File: src/quad_dac_pkg.sv
// constants, field layouts and carriers for the quad converter serial load control
// assumes a single system clock domain; link pins arrive unsynchronised
package quad_dac_pkg;

  // ----------------------------------------------------------------
  // serial frame
  // ----------------------------------------------------------------
  localparam int FRAME_BITS = 24;
  localparam logic [4:0] FRAME_LEN = 5'd24;
  localparam logic [4:0] COUNT_MAX = 5'd25;
  localparam logic [23:0] NO_OPERATION_FRAME = 24'h18_0000;
  localparam logic [2:0] ADDR_ALL = 3'h4;
  localparam logic [2:0] CTRL_NOP = 3'h0;
  localparam logic [2:0] CTRL_CONFIG = 3'h1;
  localparam logic [2:0] CTRL_CLEAR = 3'h4;
  localparam int CFG_SDO_OFF_POS = 0;
  localparam int CFG_CLEAR_SEL_POS = 2;
  localparam logic [2:0] RANGE_BIPOLAR_MIN = 3'h3;
  localparam logic [15:0] CODE_ZERO = 16'h0000;
  localparam logic [15:0] CODE_MID = 16'h8000;

  typedef enum logic [2:0] {
    REG_DAC = 3'b000,
    REG_RANGE = 3'b001,
    REG_POWER = 3'b010,
    REG_CTRL = 3'b011
  } reg_sel_e;

  typedef struct packed {
    logic readNotWrite;
    logic reservedBit;
    reg_sel_e registerSelectBits;
    logic [2:0] channelAddressBits;
    logic [15:0] dataFieldBits;
  } frame_s;

  // ----------------------------------------------------------------
  // pin synchroniser lanes
  // ----------------------------------------------------------------
  localparam int PIN_W = 6;
  localparam int PIN_SYNC = 0;
  localparam int PIN_SCLK = 1;
  localparam int PIN_SERIAL_DATA_IN = 2;
  localparam int PIN_LOAD = 3;
  localparam int PIN_CLEAR = 4;
  localparam int PIN_CODING = 5;
  localparam logic [PIN_W-1:0] PIN_RST = 6'h1B;

  // ----------------------------------------------------------------
  // apb register map
  // ----------------------------------------------------------------
  localparam int APB_AW = 12;
  localparam logic [11:0] OFF_LINK_CFG = 12'h000;
  localparam logic [11:0] OFF_STATUS = 12'h004;
  localparam logic [11:0] OFF_POWER = 12'h008;
  localparam logic [11:0] OFF_RANGE = 12'h00C;
  localparam logic [11:0] OFF_DAC0 = 12'h010;
  localparam logic [11:0] OFF_DAC3 = 12'h01C;
  localparam int CFG_CHAIN_POS = 0;
  localparam int ST_SHORT_POS = 0;
  localparam int ST_LONG_POS = 1;
  localparam int ST_CLEAR_POS = 2;
  localparam int ST_READ_POS = 3;
  localparam logic [31:0] WORD_ZERO = 32'h0000_0000;

  typedef struct packed {
    logic psel;
    logic penable;
    logic pwrite;
    logic [11:0] paddr;
    logic [31:0] pwdata;
  } apb_req_s;

  typedef struct packed {
    logic [31:0] prdata;
    logic pready;
    logic pslverr;
  } apb_rsp_s;

endpackage : quad_dac_pkg

File: src/quad_dac_serial_load_control.sv
// serial write, daisy chain, readback and output update logic of a quad converter
// assumes link pins are asynchronous to sys_clk and the serial clock is at least
// four sys_clk periods per half cycle; apb master on sys_clk
//
// Functional notes
// - frame starts at select fall, 24 edges
// - early select rise discards the frame
// - over 24 edges standalone discards frame
// - select rise moves word into register
// - extra bits leave on serial output
// - serial output changes on rising clock
// - select high latches, stops shifting
// - read bit set arms register readback
// - next frame shifts out selected register
// - disabled serial output enabled during read
// - load low: addressed channel at select rise
// - load high: all channels on load fall
// - clear pin forces zero or midscale
// - clear blocks updates, value then holds
// - control clear command clears too
// - reset zeroes all but the pin synchronisers, channels powered down
// - data writes to powered-down channels ignored
// - bipolar twos complement converted, unipolar straight
// - msb first: rw, reg, channel, data
`timescale 1ns/1ps
module quad_dac_serial_load_control #(
  parameter int CHANNELS = 4,
  parameter int DATA_W = 16
) (
  input wire logic sys_clk,
  input wire logic sys_rst,
  input wire logic frameSelectN,
  input wire logic serialClk,
  input wire logic serialDataIn,
  input wire logic loadOutputsN,
  input wire logic outputClearN,
  input wire logic codingSelectPin,
  input wire quad_dac_pkg::apb_req_s apbReq,
  output quad_dac_pkg::apb_rsp_s apbRsp,
  output logic serialDataOut,
  output logic serialDataOutEn,
  output logic [CHANNELS-1:0][DATA_W-1:0] dacCode,
  output logic [CHANNELS-1:0] channelPowered,
  output logic [CHANNELS-1:0][2:0] channelRange
);

  // ----------------------------------------------------------------
  // helpers
  // ----------------------------------------------------------------
  function automatic logic chanHit(input logic [2:0] addr, input int ch);
    chanHit = (addr == quad_dac_pkg::ADDR_ALL) || (addr == 3'(ch));
  endfunction : chanHit

  // twos complement input is stored as offset binary so one clear code fits every range
  function automatic logic [DATA_W-1:0] toStored(input logic [DATA_W-1:0] code,
                                                 input logic [2:0] range,
                                                 input logic twos);
    logic bipolar;
    bipolar = (range >= quad_dac_pkg::RANGE_BIPOLAR_MIN);
    toStored = (bipolar && twos) ? {~code[DATA_W-1], code[DATA_W-2:0]} : code;
  endfunction : toStored

  // ----------------------------------------------------------------
  // pin synchronisers
  // ----------------------------------------------------------------
  logic [quad_dac_pkg::PIN_W-1:0] pinRaw;
  logic [quad_dac_pkg::PIN_W-1:0] pinS1_r;
  logic [quad_dac_pkg::PIN_W-1:0] pinS2_r;
  logic [quad_dac_pkg::PIN_W-1:0] pinS3_r;

  assign pinRaw = {codingSelectPin, outputClearN, loadOutputsN, serialDataIn, serialClk,
                   frameSelectN};

  always_ff @(posedge sys_clk) begin
    if (sys_rst) begin
      pinS1_r <= quad_dac_pkg::PIN_RST;
      pinS2_r <= quad_dac_pkg::PIN_RST;
      pinS3_r <= quad_dac_pkg::PIN_RST;
    end else begin
      pinS1_r <= pinRaw;
      pinS2_r <= pinS1_r;
      pinS3_r <= pinS2_r;
    end
  end

  logic selLow;
  logic frameStart;
  logic frameEnd;
  logic sclkFall;
  logic sclkRise;
  logic loadFall;
  logic loadLow;
  logic clearPinLow;
  logic twosSel;

  assign selLow = ~pinS2_r[quad_dac_pkg::PIN_SYNC];
  assign frameStart = pinS3_r[quad_dac_pkg::PIN_SYNC] & ~pinS2_r[quad_dac_pkg::PIN_SYNC];
  assign frameEnd = ~pinS3_r[quad_dac_pkg::PIN_SYNC] & pinS2_r[quad_dac_pkg::PIN_SYNC];
  assign sclkFall = pinS3_r[quad_dac_pkg::PIN_SCLK] & ~pinS2_r[quad_dac_pkg::PIN_SCLK];
  assign sclkRise = ~pinS3_r[quad_dac_pkg::PIN_SCLK] & pinS2_r[quad_dac_pkg::PIN_SCLK];
  assign loadFall = pinS3_r[quad_dac_pkg::PIN_LOAD] & ~pinS2_r[quad_dac_pkg::PIN_LOAD];
  assign loadLow = ~pinS2_r[quad_dac_pkg::PIN_LOAD];
  assign clearPinLow = ~pinS2_r[quad_dac_pkg::PIN_CLEAR];
  assign twosSel = pinS2_r[quad_dac_pkg::PIN_CODING];

  // ----------------------------------------------------------------
  // state declarations
  // ----------------------------------------------------------------
  logic [quad_dac_pkg::FRAME_BITS-1:0] shift_r;
  logic [4:0] bitCount_r;
  logic sdo_r;
  logic sdoEn_r;
  logic readOut_r;
  logic chainMode_r;
  logic badShort_r;
  logic badLong_r;
  logic [DATA_W-1:0] inputReg_r [CHANNELS];
  logic [DATA_W-1:0] dacReg_r [CHANNELS];
  logic [CHANNELS-1:0] powered_r;
  logic [2:0] range_r [CHANNELS];
  logic sdoOff_r;
  logic clearSel_r;

  quad_dac_pkg::frame_s frame;
  logic frameValid;
  logic frameShort;
  logic frameLong;
  logic writeFrame;
  logic readArm;
  logic clearCmd;
  logic clearing;
  logic [DATA_W-1:0] clearCode;
  logic [DATA_W-1:0] readWord;

  assign frame = quad_dac_pkg::frame_s'(shift_r);
  assign frameShort = bitCount_r < quad_dac_pkg::FRAME_LEN;
  assign frameLong = (bitCount_r > quad_dac_pkg::FRAME_LEN) & ~chainMode_r;
  // in chain mode the last 24 bits shifted in are this device's word
  assign frameValid = ~frameShort & ~frameLong;
  assign writeFrame = frameEnd & frameValid & ~frame.readNotWrite;
  assign readArm = frameEnd & frameValid & frame.readNotWrite;
  assign clearCmd = writeFrame && (frame.registerSelectBits == quad_dac_pkg::REG_CTRL) &&
                    (frame.channelAddressBits == quad_dac_pkg::CTRL_CLEAR);
  assign clearing = clearPinLow | clearCmd;
  assign clearCode = clearSel_r ? quad_dac_pkg::CODE_MID : quad_dac_pkg::CODE_ZERO;

  // readback source; channel field picks the channel, data bits are ignored
  always_comb begin
    readWord = '0;
    unique case (frame.registerSelectBits)
      quad_dac_pkg::REG_DAC: readWord = dacReg_r[frame.channelAddressBits[1:0]];
      quad_dac_pkg::REG_RANGE: readWord = {13'h0000, range_r[frame.channelAddressBits[1:0]]};
      quad_dac_pkg::REG_POWER: readWord = {12'h000, powered_r};
      quad_dac_pkg::REG_CTRL: readWord = {13'h0000, clearSel_r, 1'b0, sdoOff_r};
      default: readWord = '0;
    endcase
  end

  // ----------------------------------------------------------------
  // input shift register and serial output
  // ----------------------------------------------------------------
  always_ff @(posedge sys_clk) begin
    if (sys_rst) begin
      shift_r <= '0;
      bitCount_r <= '0;
    end else if (frameStart) begin
      bitCount_r <= '0;
    end else if (selLow && sclkFall) begin
      shift_r <= {shift_r[quad_dac_pkg::FRAME_BITS-2:0],
                  pinS2_r[quad_dac_pkg::PIN_SERIAL_DATA_IN]};
      if (bitCount_r != quad_dac_pkg::COUNT_MAX) begin
        bitCount_r <= bitCount_r + 5'd1;
      end
    end else if (readArm) begin
      // preload so the next frame shifts the selected register out msb first
      shift_r <= {shift_r[23:16], readWord};
    end
  end

  // shifting halts whenever select is high, so the latched word stays put
  always_ff @(posedge sys_clk) begin
    if (sys_rst) begin
      sdo_r <= 1'b0;
    end else if (frameStart) begin
      // msb shows from select fall, so the first falling clock can capture it
      sdo_r <= shift_r[quad_dac_pkg::FRAME_BITS-1];
    end else if (selLow && sclkRise) begin
      sdo_r <= shift_r[quad_dac_pkg::FRAME_BITS-1];
    end
  end

  // output stays enabled from the read request through the following frame
  always_ff @(posedge sys_clk) begin
    if (sys_rst) begin
      readOut_r <= 1'b0;
      sdoEn_r <= 1'b0;
    end else begin
      if (frameEnd) begin
        readOut_r <= readArm;
      end
      sdoEn_r <= ~sdoOff_r | readOut_r;
    end
  end

  // ----------------------------------------------------------------
  // configuration registers reached through the link
  // ----------------------------------------------------------------
  always_ff @(posedge sys_clk) begin
    if (sys_rst) begin
      powered_r <= '0;
      sdoOff_r <= 1'b0;
      clearSel_r <= 1'b0;
    end else if (writeFrame) begin
      unique case (frame.registerSelectBits)
        quad_dac_pkg::REG_POWER: begin
          powered_r <= frame.dataFieldBits[CHANNELS-1:0];
        end
        quad_dac_pkg::REG_CTRL: begin
          if (frame.channelAddressBits == quad_dac_pkg::CTRL_CONFIG) begin
            sdoOff_r <= frame.dataFieldBits[quad_dac_pkg::CFG_SDO_OFF_POS];
            clearSel_r <= frame.dataFieldBits[quad_dac_pkg::CFG_CLEAR_SEL_POS];
          end
        end
        default: begin
        end
      endcase
    end
  end

  // ----------------------------------------------------------------
  // per channel input, converter and range registers
  // ----------------------------------------------------------------
  genvar gc;
  generate
    for (gc = 0; gc < CHANNELS; gc++) begin : gChan
      logic hit;
      logic dataWr;
      logic [DATA_W-1:0] stored;

      assign hit = chanHit(frame.channelAddressBits, gc);
      assign dataWr = writeFrame && hit && powered_r[gc] &&
                      (frame.registerSelectBits == quad_dac_pkg::REG_DAC);
      assign stored = toStored(frame.dataFieldBits, range_r[gc], twosSel);

      always_ff @(posedge sys_clk) begin
        if (sys_rst) begin
          range_r[gc] <= '0;
        end else if (writeFrame && hit &&
                     (frame.registerSelectBits == quad_dac_pkg::REG_RANGE)) begin
          range_r[gc] <= frame.dataFieldBits[2:0];
        end
      end

      always_ff @(posedge sys_clk) begin
        if (sys_rst) begin
          inputReg_r[gc] <= '0;
        end else if (dataWr) begin
          inputReg_r[gc] <= stored;
        end
      end

      // clear outranks every update and holds while the pin is low
      always_ff @(posedge sys_clk) begin
        if (sys_rst) begin
          dacReg_r[gc] <= '0;
        end else if (clearing) begin
          dacReg_r[gc] <= clearCode;
        end else if (dataWr && loadLow) begin
          dacReg_r[gc] <= stored;
        end else if (loadFall && !selLow) begin
          dacReg_r[gc] <= inputReg_r[gc];
        end
      end

      assign dacCode[gc] = dacReg_r[gc];
      assign channelRange[gc] = range_r[gc];
    end
  endgenerate

  assign channelPowered = powered_r;
  assign serialDataOut = sdo_r;
  assign serialDataOutEn = sdoEn_r;

  // ----------------------------------------------------------------
  // apb slave: one wait state, registered answer
  // ----------------------------------------------------------------
  logic pready_r;
  logic pslverr_r;
  logic [31:0] prdata_r;
  logic access;
  logic commit;
  logic mapped;
  logic [31:0] rdMux;
  logic [11:0] addr;

  assign addr = apbReq.paddr;
  assign access = apbReq.psel & apbReq.penable;
  assign commit = access & pready_r;

  always_comb begin
    rdMux = quad_dac_pkg::WORD_ZERO;
    mapped = 1'b1;
    if (addr == quad_dac_pkg::OFF_LINK_CFG) begin
      rdMux[quad_dac_pkg::CFG_CHAIN_POS] = chainMode_r;
    end else if (addr == quad_dac_pkg::OFF_STATUS) begin
      rdMux[quad_dac_pkg::ST_SHORT_POS] = badShort_r;
      rdMux[quad_dac_pkg::ST_LONG_POS] = badLong_r;
      rdMux[quad_dac_pkg::ST_CLEAR_POS] = clearPinLow;
      rdMux[quad_dac_pkg::ST_READ_POS] = readOut_r;
    end else if (addr == quad_dac_pkg::OFF_POWER) begin
      rdMux[CHANNELS-1:0] = powered_r;
    end else if (addr == quad_dac_pkg::OFF_RANGE) begin
      rdMux[11:0] = {range_r[3], range_r[2], range_r[1], range_r[0]};
    end else if (addr >= quad_dac_pkg::OFF_DAC0 && addr <= quad_dac_pkg::OFF_DAC3 &&
                 addr[1:0] == 2'b00) begin
      rdMux[DATA_W-1:0] = dacReg_r[addr[3:2]];
    end else begin
      mapped = 1'b0;
    end
  end

  always_ff @(posedge sys_clk) begin
    if (sys_rst) begin
      pready_r <= 1'b0;
      pslverr_r <= 1'b0;
      prdata_r <= quad_dac_pkg::WORD_ZERO;
    end else begin
      pready_r <= access & ~pready_r;
      if (access && !pready_r) begin
        pslverr_r <= ~mapped;
        prdata_r <= apbReq.pwrite ? quad_dac_pkg::WORD_ZERO : rdMux;
      end else begin
        pslverr_r <= 1'b0;
        prdata_r <= quad_dac_pkg::WORD_ZERO;
      end
    end
  end

  assign apbRsp = '{prdata: prdata_r, pready: pready_r, pslverr: pslverr_r};

  always_ff @(posedge sys_clk) begin
    if (sys_rst) begin
      chainMode_r <= 1'b0;
    end else if (commit && apbReq.pwrite && addr == quad_dac_pkg::OFF_LINK_CFG) begin
      chainMode_r <= apbReq.pwdata[quad_dac_pkg::CFG_CHAIN_POS];
    end
  end

  // sticky frame errors, write one to clear; a new error in the same cycle wins
  logic stWr;
  assign stWr = commit && apbReq.pwrite && addr == quad_dac_pkg::OFF_STATUS;

  always_ff @(posedge sys_clk) begin
    if (sys_rst) begin
      badShort_r <= 1'b0;
      badLong_r <= 1'b0;
    end else begin
      if (frameEnd && frameShort) begin
        badShort_r <= 1'b1;
      end else if (stWr && apbReq.pwdata[quad_dac_pkg::ST_SHORT_POS]) begin
        badShort_r <= 1'b0;
      end
      if (frameEnd && frameLong) begin
        badLong_r <= 1'b1;
      end else if (stWr && apbReq.pwdata[quad_dac_pkg::ST_LONG_POS]) begin
        badLong_r <= 1'b0;
      end
    end
  end

endmodule : quad_dac_serial_load_control

File: config.mk
export PLATFORM = sky130hd
export DESIGN_NAME = quad_dac_serial_load_control
export DESIGN_NICKNAME = d
export VERILOG_FILES = /design/src/quad_dac_pkg.sv /design/src/quad_dac_serial_load_control.sv
export SDC_FILE = /design/constraint.sdc
export NUM_CORES = 1
export LEC_CHECK = 0
export ABC_CLOCK_PERIOD_IN_PS = 3240
export BUFFER_PORTS_ARGS = -buffer_cell sky130_fd_sc_hd__buf_2
export CAP_MARGIN = 0
export CORE_MARGIN = 4
export CORE_UTILIZATION = 55
export CTS_BUF_LIST = sky130_fd_sc_hd__clkbuf_8
export CTS_CLUSTER_DIAMETER = 40
export DETAILED_ROUTE_END_ITERATION = 8
export PLACE_DENSITY = 0.87
export SYNTH_ARGS = -nofsm -noshare
export SYNTH_HDL_FRONTEND = slang
export SYNTH_SLANG_ARGS = --single-unit
File: constraint.sdc
create_clock -name sys_clk -period 3.24 [get_ports sys_clk]
set_input_delay 0.162 -clock sys_clk [delete_from_list [all_inputs] [get_ports sys_clk]]
set_output_delay 0.162 -clock sys_clk [all_outputs]
set_load 0.01 [all_outputs]
==> metrics, run 1 <==
worst path cell trace=inv_1, ha_1, nor2b_1, o2111a_4, nand3_4, o211ai_1, buf_4; Seq pwr share=around half; Synth Warn #=0; Syn Area/Cell=roughly 13 um2; post_cts resized=0; pwr dens=roughly 520 nW/um2; gpl congestion=slightly below 1; post-synth top area share=between 40% and 50%; initial antenna violation count=0; Starting Density=roughly 56%; final setup fails=0; Row Count=49; vias in the first global route=~7k; clk buf depth=3; Finished Layout Cells=1174; Yosys cell types=66; gr busiest metal=met2; Comb pwr share=5.7%; via count=about 7.4k; Worst Hold Launch=apbReq[37]; mean number of vias per cell=between 6 and 7; die width=143 um; Worst Max-Slew Pin Slew=between 0.9 and 1 ns; sw frac=between 20 and 25%; Final Cell Area=about 12000 um2; Post-DP HPWL=18500 um; DRT iter0 DRCs=roughly 900; met1 global-route usage=about a third; static power due to leakage=roughly 4.5 nW; status=completed; synth cell count leaders=140 x edfxtp_1, 76 x dfxtp_1, 65 x and2_1; Top FF cell, synth=edfxtp_1; drc violations=0; total gr overflow=0; Filler Cell Count=1292; Synth async-reset ratio=0%; sequential-to-total area share from yosys stat=56.9%; crit path DAT=around 3 ns; Crit Reg-Reg Startpoint=bitCount_r[0]$_SDFFE_PP0P_; # IOs=171; FMAX=between 300 and 400 MHz; Yosys top cell by area=edfxtp_1; Hold Fails Final Rpt=0; chip height=about 140 um; Syn Inst Count=~800; VDD IR max=roughly 0.30 mV; Area Growth Syn to Fin=14.9%; clock insertion delay at the later pin of the skew report=between 0.5 and 0.6 ns; CTS clk-pin slew, worst paths=0.06 ns; Placed Cells=roughly 1.1k; port buffer count=~120; Post-synth EDFFs=140; Post-DP Area=around 11000 um2; gr usage total=25.5%; CP Class=register to register; Psw=around 1.4 mW; most area-consuming cells after synthesis=edfxtp_1 42%, dfxtp_1 15%, mux4_2 7.8%; hold slack=0.0167 ns; max cap viols=0; CP Capture Type=register; maximum fanout along the worst path=10; pin count of the biggest net entering global routing=73; Die ar.=between 20000 and 25000 um2; area of the mapped netlist=around 10000 um2; Setup WS post-layout=between 0.4 and 0.5 ns; Setup WS pre-CTS=0.501 ns; worst hold path class=input pin to register; RSZ-0062 raised after global routing=no; Placeable Area=18000 um2; Pint=roughly 4.7 mW; CP startpoint=bitCount_r[0]$_SDFFE_PP0P_; post-synthesis register bit count=216; CTS Root Buffer Type=clkbuf_8; final WL=around 27000 um; wire per inst=22.7 um; H-tree level count=2; Worst path slowest cell=o211ai_1; M3 GR Usage=about 7%; most frequent cell after synthesis=edfxtp_1; met2 Usage GRT=between 40% and 50%; CTS tree=done; Slew Limit Fails=0; post-route minimum period=2.80 ns; Post-CTS Setup Repair Bufs=0; clock power share=43.1%; first-pass GRT wire length=40000 um; final net count=a little under 1k; relative slew slack=approximately a third; Worst Path Required=between 3 and 4 ns; DR pass1 iterations=5; Setup crit start kind=register; Num CTS Buffers=36; Final Cycle Share=a little under nine tenths; Sink Count=216; CP peak stage delay=0.79 ns; post-route setup TNS=0 ns; layout cells sized above 1=between 20% and 30%; antenna-violating nets left=0; Clock Skews=slightly below 0.02 ns
-- power by group through the flow --
stage	logic, mW	registers, mW	clock network [mW]
2_1_floorplan	0.192	3.14	0
3_3_place_gp	0.321	3.15	0
3_5_place_dp	0.331	3.15	0
4_1_cts	0.343	3.09	2.63
5_1_grt	0.367	3.10	2.77
6_report	0.345	3.10	2.61
-- worst max-delay path, delay by kind of cell, from the launching register on --
kind,cells,cell delay [ns]
fa+ha+maj,1,0.17
compound gates,2,1.12
buf+inv,2,0.43
simple gates,2,0.45
flops,1,0.34
-- logic make-up after synthesis --
logic type / after synthesis / synth area share (%)
other cells: 1 / 0.0373
mux: 46 / 8.95
compound gates: 152 / 12.1
simple gates: 270 / 15.3
flops: 216 / 56.9
fa+ha+maj: 3 / 0.373
xor+xnor: 9 / 0.784
buf+inv: 106 / 5.50
-- stage by stage --
stage / util, % / total power, mW
global route: 64.3 / 6.24
detailed placement: 59.5 / 3.48
finish: 64.4 / 6.06
global placement: 59.5 / 3.47
floorplan: - / 3.34
CTS: 64.3 / 6.07
-- worst paths after layout --
check / to / slack [ns] / cells after the start
worst min register to register: pinS2_r[3]$_SDFF_PP1_ / 0.40 / 1
worst max register to register: dacReg_r[0][11]$_DFFE_PP_ / 0.44 / 7
worst max-delay path: dacReg_r[0][11]$_DFFE_PP_ / 0.44 / 7
worst min-delay path: pslverr_r$_SDFF_PP0_ / 0.02 / 4
-- layout make-up --
type | instances | area [um2] | area share [%]
inverters | 20 | 75.1 | 0.649
multi-input cells | 496 | 3840 | 33.2
flip-flops and latches | 216 | 5730 | 49.5
diodes | 1 | 2.50 | 0.0216
repair buffers | 151 | 861 | 7.45
clock inverters | 22 | 233 | 2.01
clock buffers | 39 | 537 | 4.64
well taps | 229 | 287 | 2.48
-- cell usage in the layout (no fill, tap or decap), drive strengths merged, types with 29 or more instances in the layout --
cell | synthesis | final
dfxtp | 76 | 76
a22o | 61 | 61
edfxtp | 140 | 140
a21oi | 29 | 29
inv | 20 | 33
nor3 | 36 | 36
clkbuf | 40 | 39
mux4 | 35 | 35
nor2 | 56 | 56
nand2 | 37 | 37
and2 | 66 | 66
buf | 46 | 141
-- routing by layer --
layer	up-vias	part of all wire (%)	wire (um)
li1	3175	-	-
met1	3596	37	9800
met2	513	48	12700
met3	89	12	3260
met4	0	3.3	870
met5	-	0	0
-- flip-flops by register name, indices dropped and copies added, names as in the netlist, 3 cells and up, named ones only --
name            cells
pinS1_r             6
range_r            12
pinS2_r             6
dacReg_r           64
bitCount_r          5
prdata_r           16
channelPowered      4
inputReg_r         64
frame              24
pinS3_r             3
-- repair_timing --
action,4_1_cts,5_1_grt
setup endpoints to repair,0,0
hold buffers,10,0
hold endpoints to repair,10,0
No activity file was read; power rests on OpenSTA's default activity.
==> inputs of run 2 (changes only) <==
CORE_ASPECT_RATIO = 1.75   (was not set)
CORE_UTILIZATION = 45   (was 55)
PLACE_DENSITY = 0.75   (was 0.87)
==> run 2 against run 1 <==
Utilization down 12 points. Fmax is 8.2% higher. Combinational power up 1%. Global-route usage decreased by 4.1 points. Clock skew decreased by 0.010 ns. Non-clock buffer count increased by 8. Count of clock-buffer cells in the layout fell by 6. Critical path depth stayed put. Sequential cell count is the same. Via count shrank 5.7%. Final cell count up 6.0%. First-iteration DRC count down 37%. Critical path type unchanged. Largest cell class unchanged. Highest routed layer unchanged.
==> metrics, run 2 (synthesis gave the netlist of run 1 again) <==
static power due to leakage=4.40 nW (-1.3%); CTS Root Buffer Type=clkbuf_8; Slew Limit Fails=0 (unchanged); Crit Reg-Reg Endpoint=dacReg_r[3][6]$_DFFE_PP_; Post-CTS Setup Repair Bufs=0 (unchanged); Setup WS post-layout=0.656 ns (+0.213 ns); gr usage total=21.5% (-4.1 points); Metal-1 WL=9310 um (-5.0%); Row Count=72 (+47%); Sink Count=216 (unchanged); Setup crit start kind=register; clock insertion delay at the later pin of the skew report=0.57 ns (+0.03 ns); crit path DAT=2.86 ns (-0.18 ns); via count=6951 (-5.7%); first-pass GRT wire length=40600 um (+1.3%); final setup fails=0 (unchanged); WL met3=1630 um (-50%); vias in the first global route=6891 (-2.0%); Starting Density=45.6% (-10 points); status=completed; CP Capture Type=register; Area Growth Syn to Fin=14.5%; pin count of the biggest net entering global routing=59 (-19%); DR pass1 iterations=5 (unchanged); mean number of vias per cell=5.59 (-11%); Die ar.=24900 um2 (+21%); Final Cycle Share=79.8% (-6.6 points); Post-DP HPWL=19900 um (+7.6%); worst r2r path cells=7 (unchanged); post-route setup TNS=0 ns (unchanged); H-tree level count=1 (-1); worst hold path class=input pin to register; FMAX=387 MHz (+8.2%); metal2 WL=15100 um (+19%); max cap viols=0 (unchanged); Crit Reg-Reg Startpoint=bitCount_r[0]$_SDFFE_PP0P_; drc violations=0 (unchanged); post-route minimum period=2.58 ns (-0.213 ns); clk buf depth=3 (unchanged); wire per inst=21.7 um (-4.3%); Filler Cell Count=1898 (+47%); Highest Signal Layer=met4; DRT iter0 DRCs=579 (-37%); Hold Fails Final Rpt=0 (unchanged); # IOs=171 (unchanged); CP Class=register to register; flop2flop setup slack=0.66 ns (+0.21 ns); CTS clk-pin slew, worst paths=0.07 ns (about the same); port buffer count=124 (unchanged); VDD IR max=0.268 mV (-9.7%); pwr dens=475 nW/um2 (-9.3%); relative slew slack=41.5% (+8.3 points); CTS tree=done; Placeable Area=22100 um2 (+23%); gpl congestion=0.898 (-6.5%); RSZ-0062 raised after global routing=no; maximum fanout along the worst path=10 (unchanged); final net count=981 (+0.20%); Setup WS pre-CTS=0.688 ns (+0.187 ns); Num CTS Buffers=30 (-17%); most common cell after layout, fill and taps aside=edfxtp_1; CP endpoint=dacReg_r[3][6]$_DFFE_PP_; initial antenna violation count=0 (unchanged); Worst Path Required=3.51 ns (+0.03 ns); antenna-violating nets left=0 (unchanged); layout cells sized above 1=26.9% (-1.1 points); Worst Max-Slew Pin Slew=0.877 ns (-0.122 ns); chip height=206 um (+44%); hold slack=0.0661 ns (+0.0494 ns); Clock Skews=0.00924 ns (-0.0100 ns); CP startpoint=bitCount_r[0]$_SDFFE_PP0P_; total gr overflow=0 (unchanged); commonest non-fill, non-tap cells in the layout=140 x edfxtp_1, 124 x buf_2, 76 x dfxtp_1; final WL=27000 um (+1.4%); die width=121 um (-16%)
-- run 2: cell types whose count changed in the layout (fill, tap and decap cells not counted), sizes merged --
cell,change
clkbuf,-6
dlygate4sd3,+6
clkinv,+5
bufinv,-4
buf,+2
-- run 2: how the worst min path moves through the flow --
stage	from	to	slack, ns	depth (start not counted)
floorplan	frameSelectN	pinS1_r[0]$_SDFF_PP1_	0.27	1
finish	apbReq[44]	prdata_r[0]$_SDFF_PP0_	0.07	3
global placement	loadOutputsN	pinS1_r[3]$_SDFF_PP1_	0.34	2
global route	apbReq[46]	chainMode_r$_SDFFE_PP0P_	0.08	5
detailed placement	serialClk	pinS1_r[1]$_SDFF_PP1_	0.35	2
CTS	apbReq[44]	prdata_r[3]$_SDFF_PP0_	0.03	3
-- run 2: cell type report --
| cell class | instances | area (um2) | share of cell area (%) |
|---|---|---|---|
| flip-flops and latches | 216 | 5730 | 49.7 |
| multi-input cells | 496 | 3840 | 33.4 |
| repair buffers | 159 | 923 | 8.02 |
| clock buffers | 33 | 454 | 3.95 |
| well taps | 296 | 370 | 3.22 |
| clock inverters | 23 | 121 | 1.05 |
| inverters | 20 | 75.1 | 0.652 |
| diodes | 1 | 2.50 | 0.0217 |
-- run 2: layer usage --
metal / vias to the layer above / track usage (%)
met5: - / 0
met4: 0 / 8.43
met3: 53 / 3.63
met2: 295 / 41.6
met1: 3420 / 22.6
li1: 3183 / -
-- run 2: worst max-delay path: stages (launching register included) --
cell and delay [ns]:
dfxtp_1 0.34, inv_1 0.10, ha_1 0.17, nor2b_1 0.29
o2111a_4 0.33, nand3_4 0.15, o211ai_1 0.60, buf_4 0.31
-- run 2: where the power goes --
group          total, mW  switching (mW)  internal, mW
clock network       2.03            1.01          1.02
registers           3.09          0.0717          3.02
logic              0.350           0.205         0.145
-- run 2: through the flow --
stage / instances / area [um2] / utilization (%) / power, mW
6_report: 1244 / 11500 / 52.2 / 5.47
5_1_grt: 1243 / 11500 / 52.1 / 5.63
4_1_cts: 1243 / 11500 / 52.1 / 5.50
3_5_place_dp: 1171 / 10800 / 48.8 / 3.48
3_3_place_gp: 1171 / 10800 / 48.8 / 3.48
2_1_floorplan: 818 / 10100 / - / 3.34
-- run 2: timing repair --
item / CTS / global route
hold endpoints to repair: 15 / 0
hold buffers: 16 / 0
gates resized for setup: 0 / 0
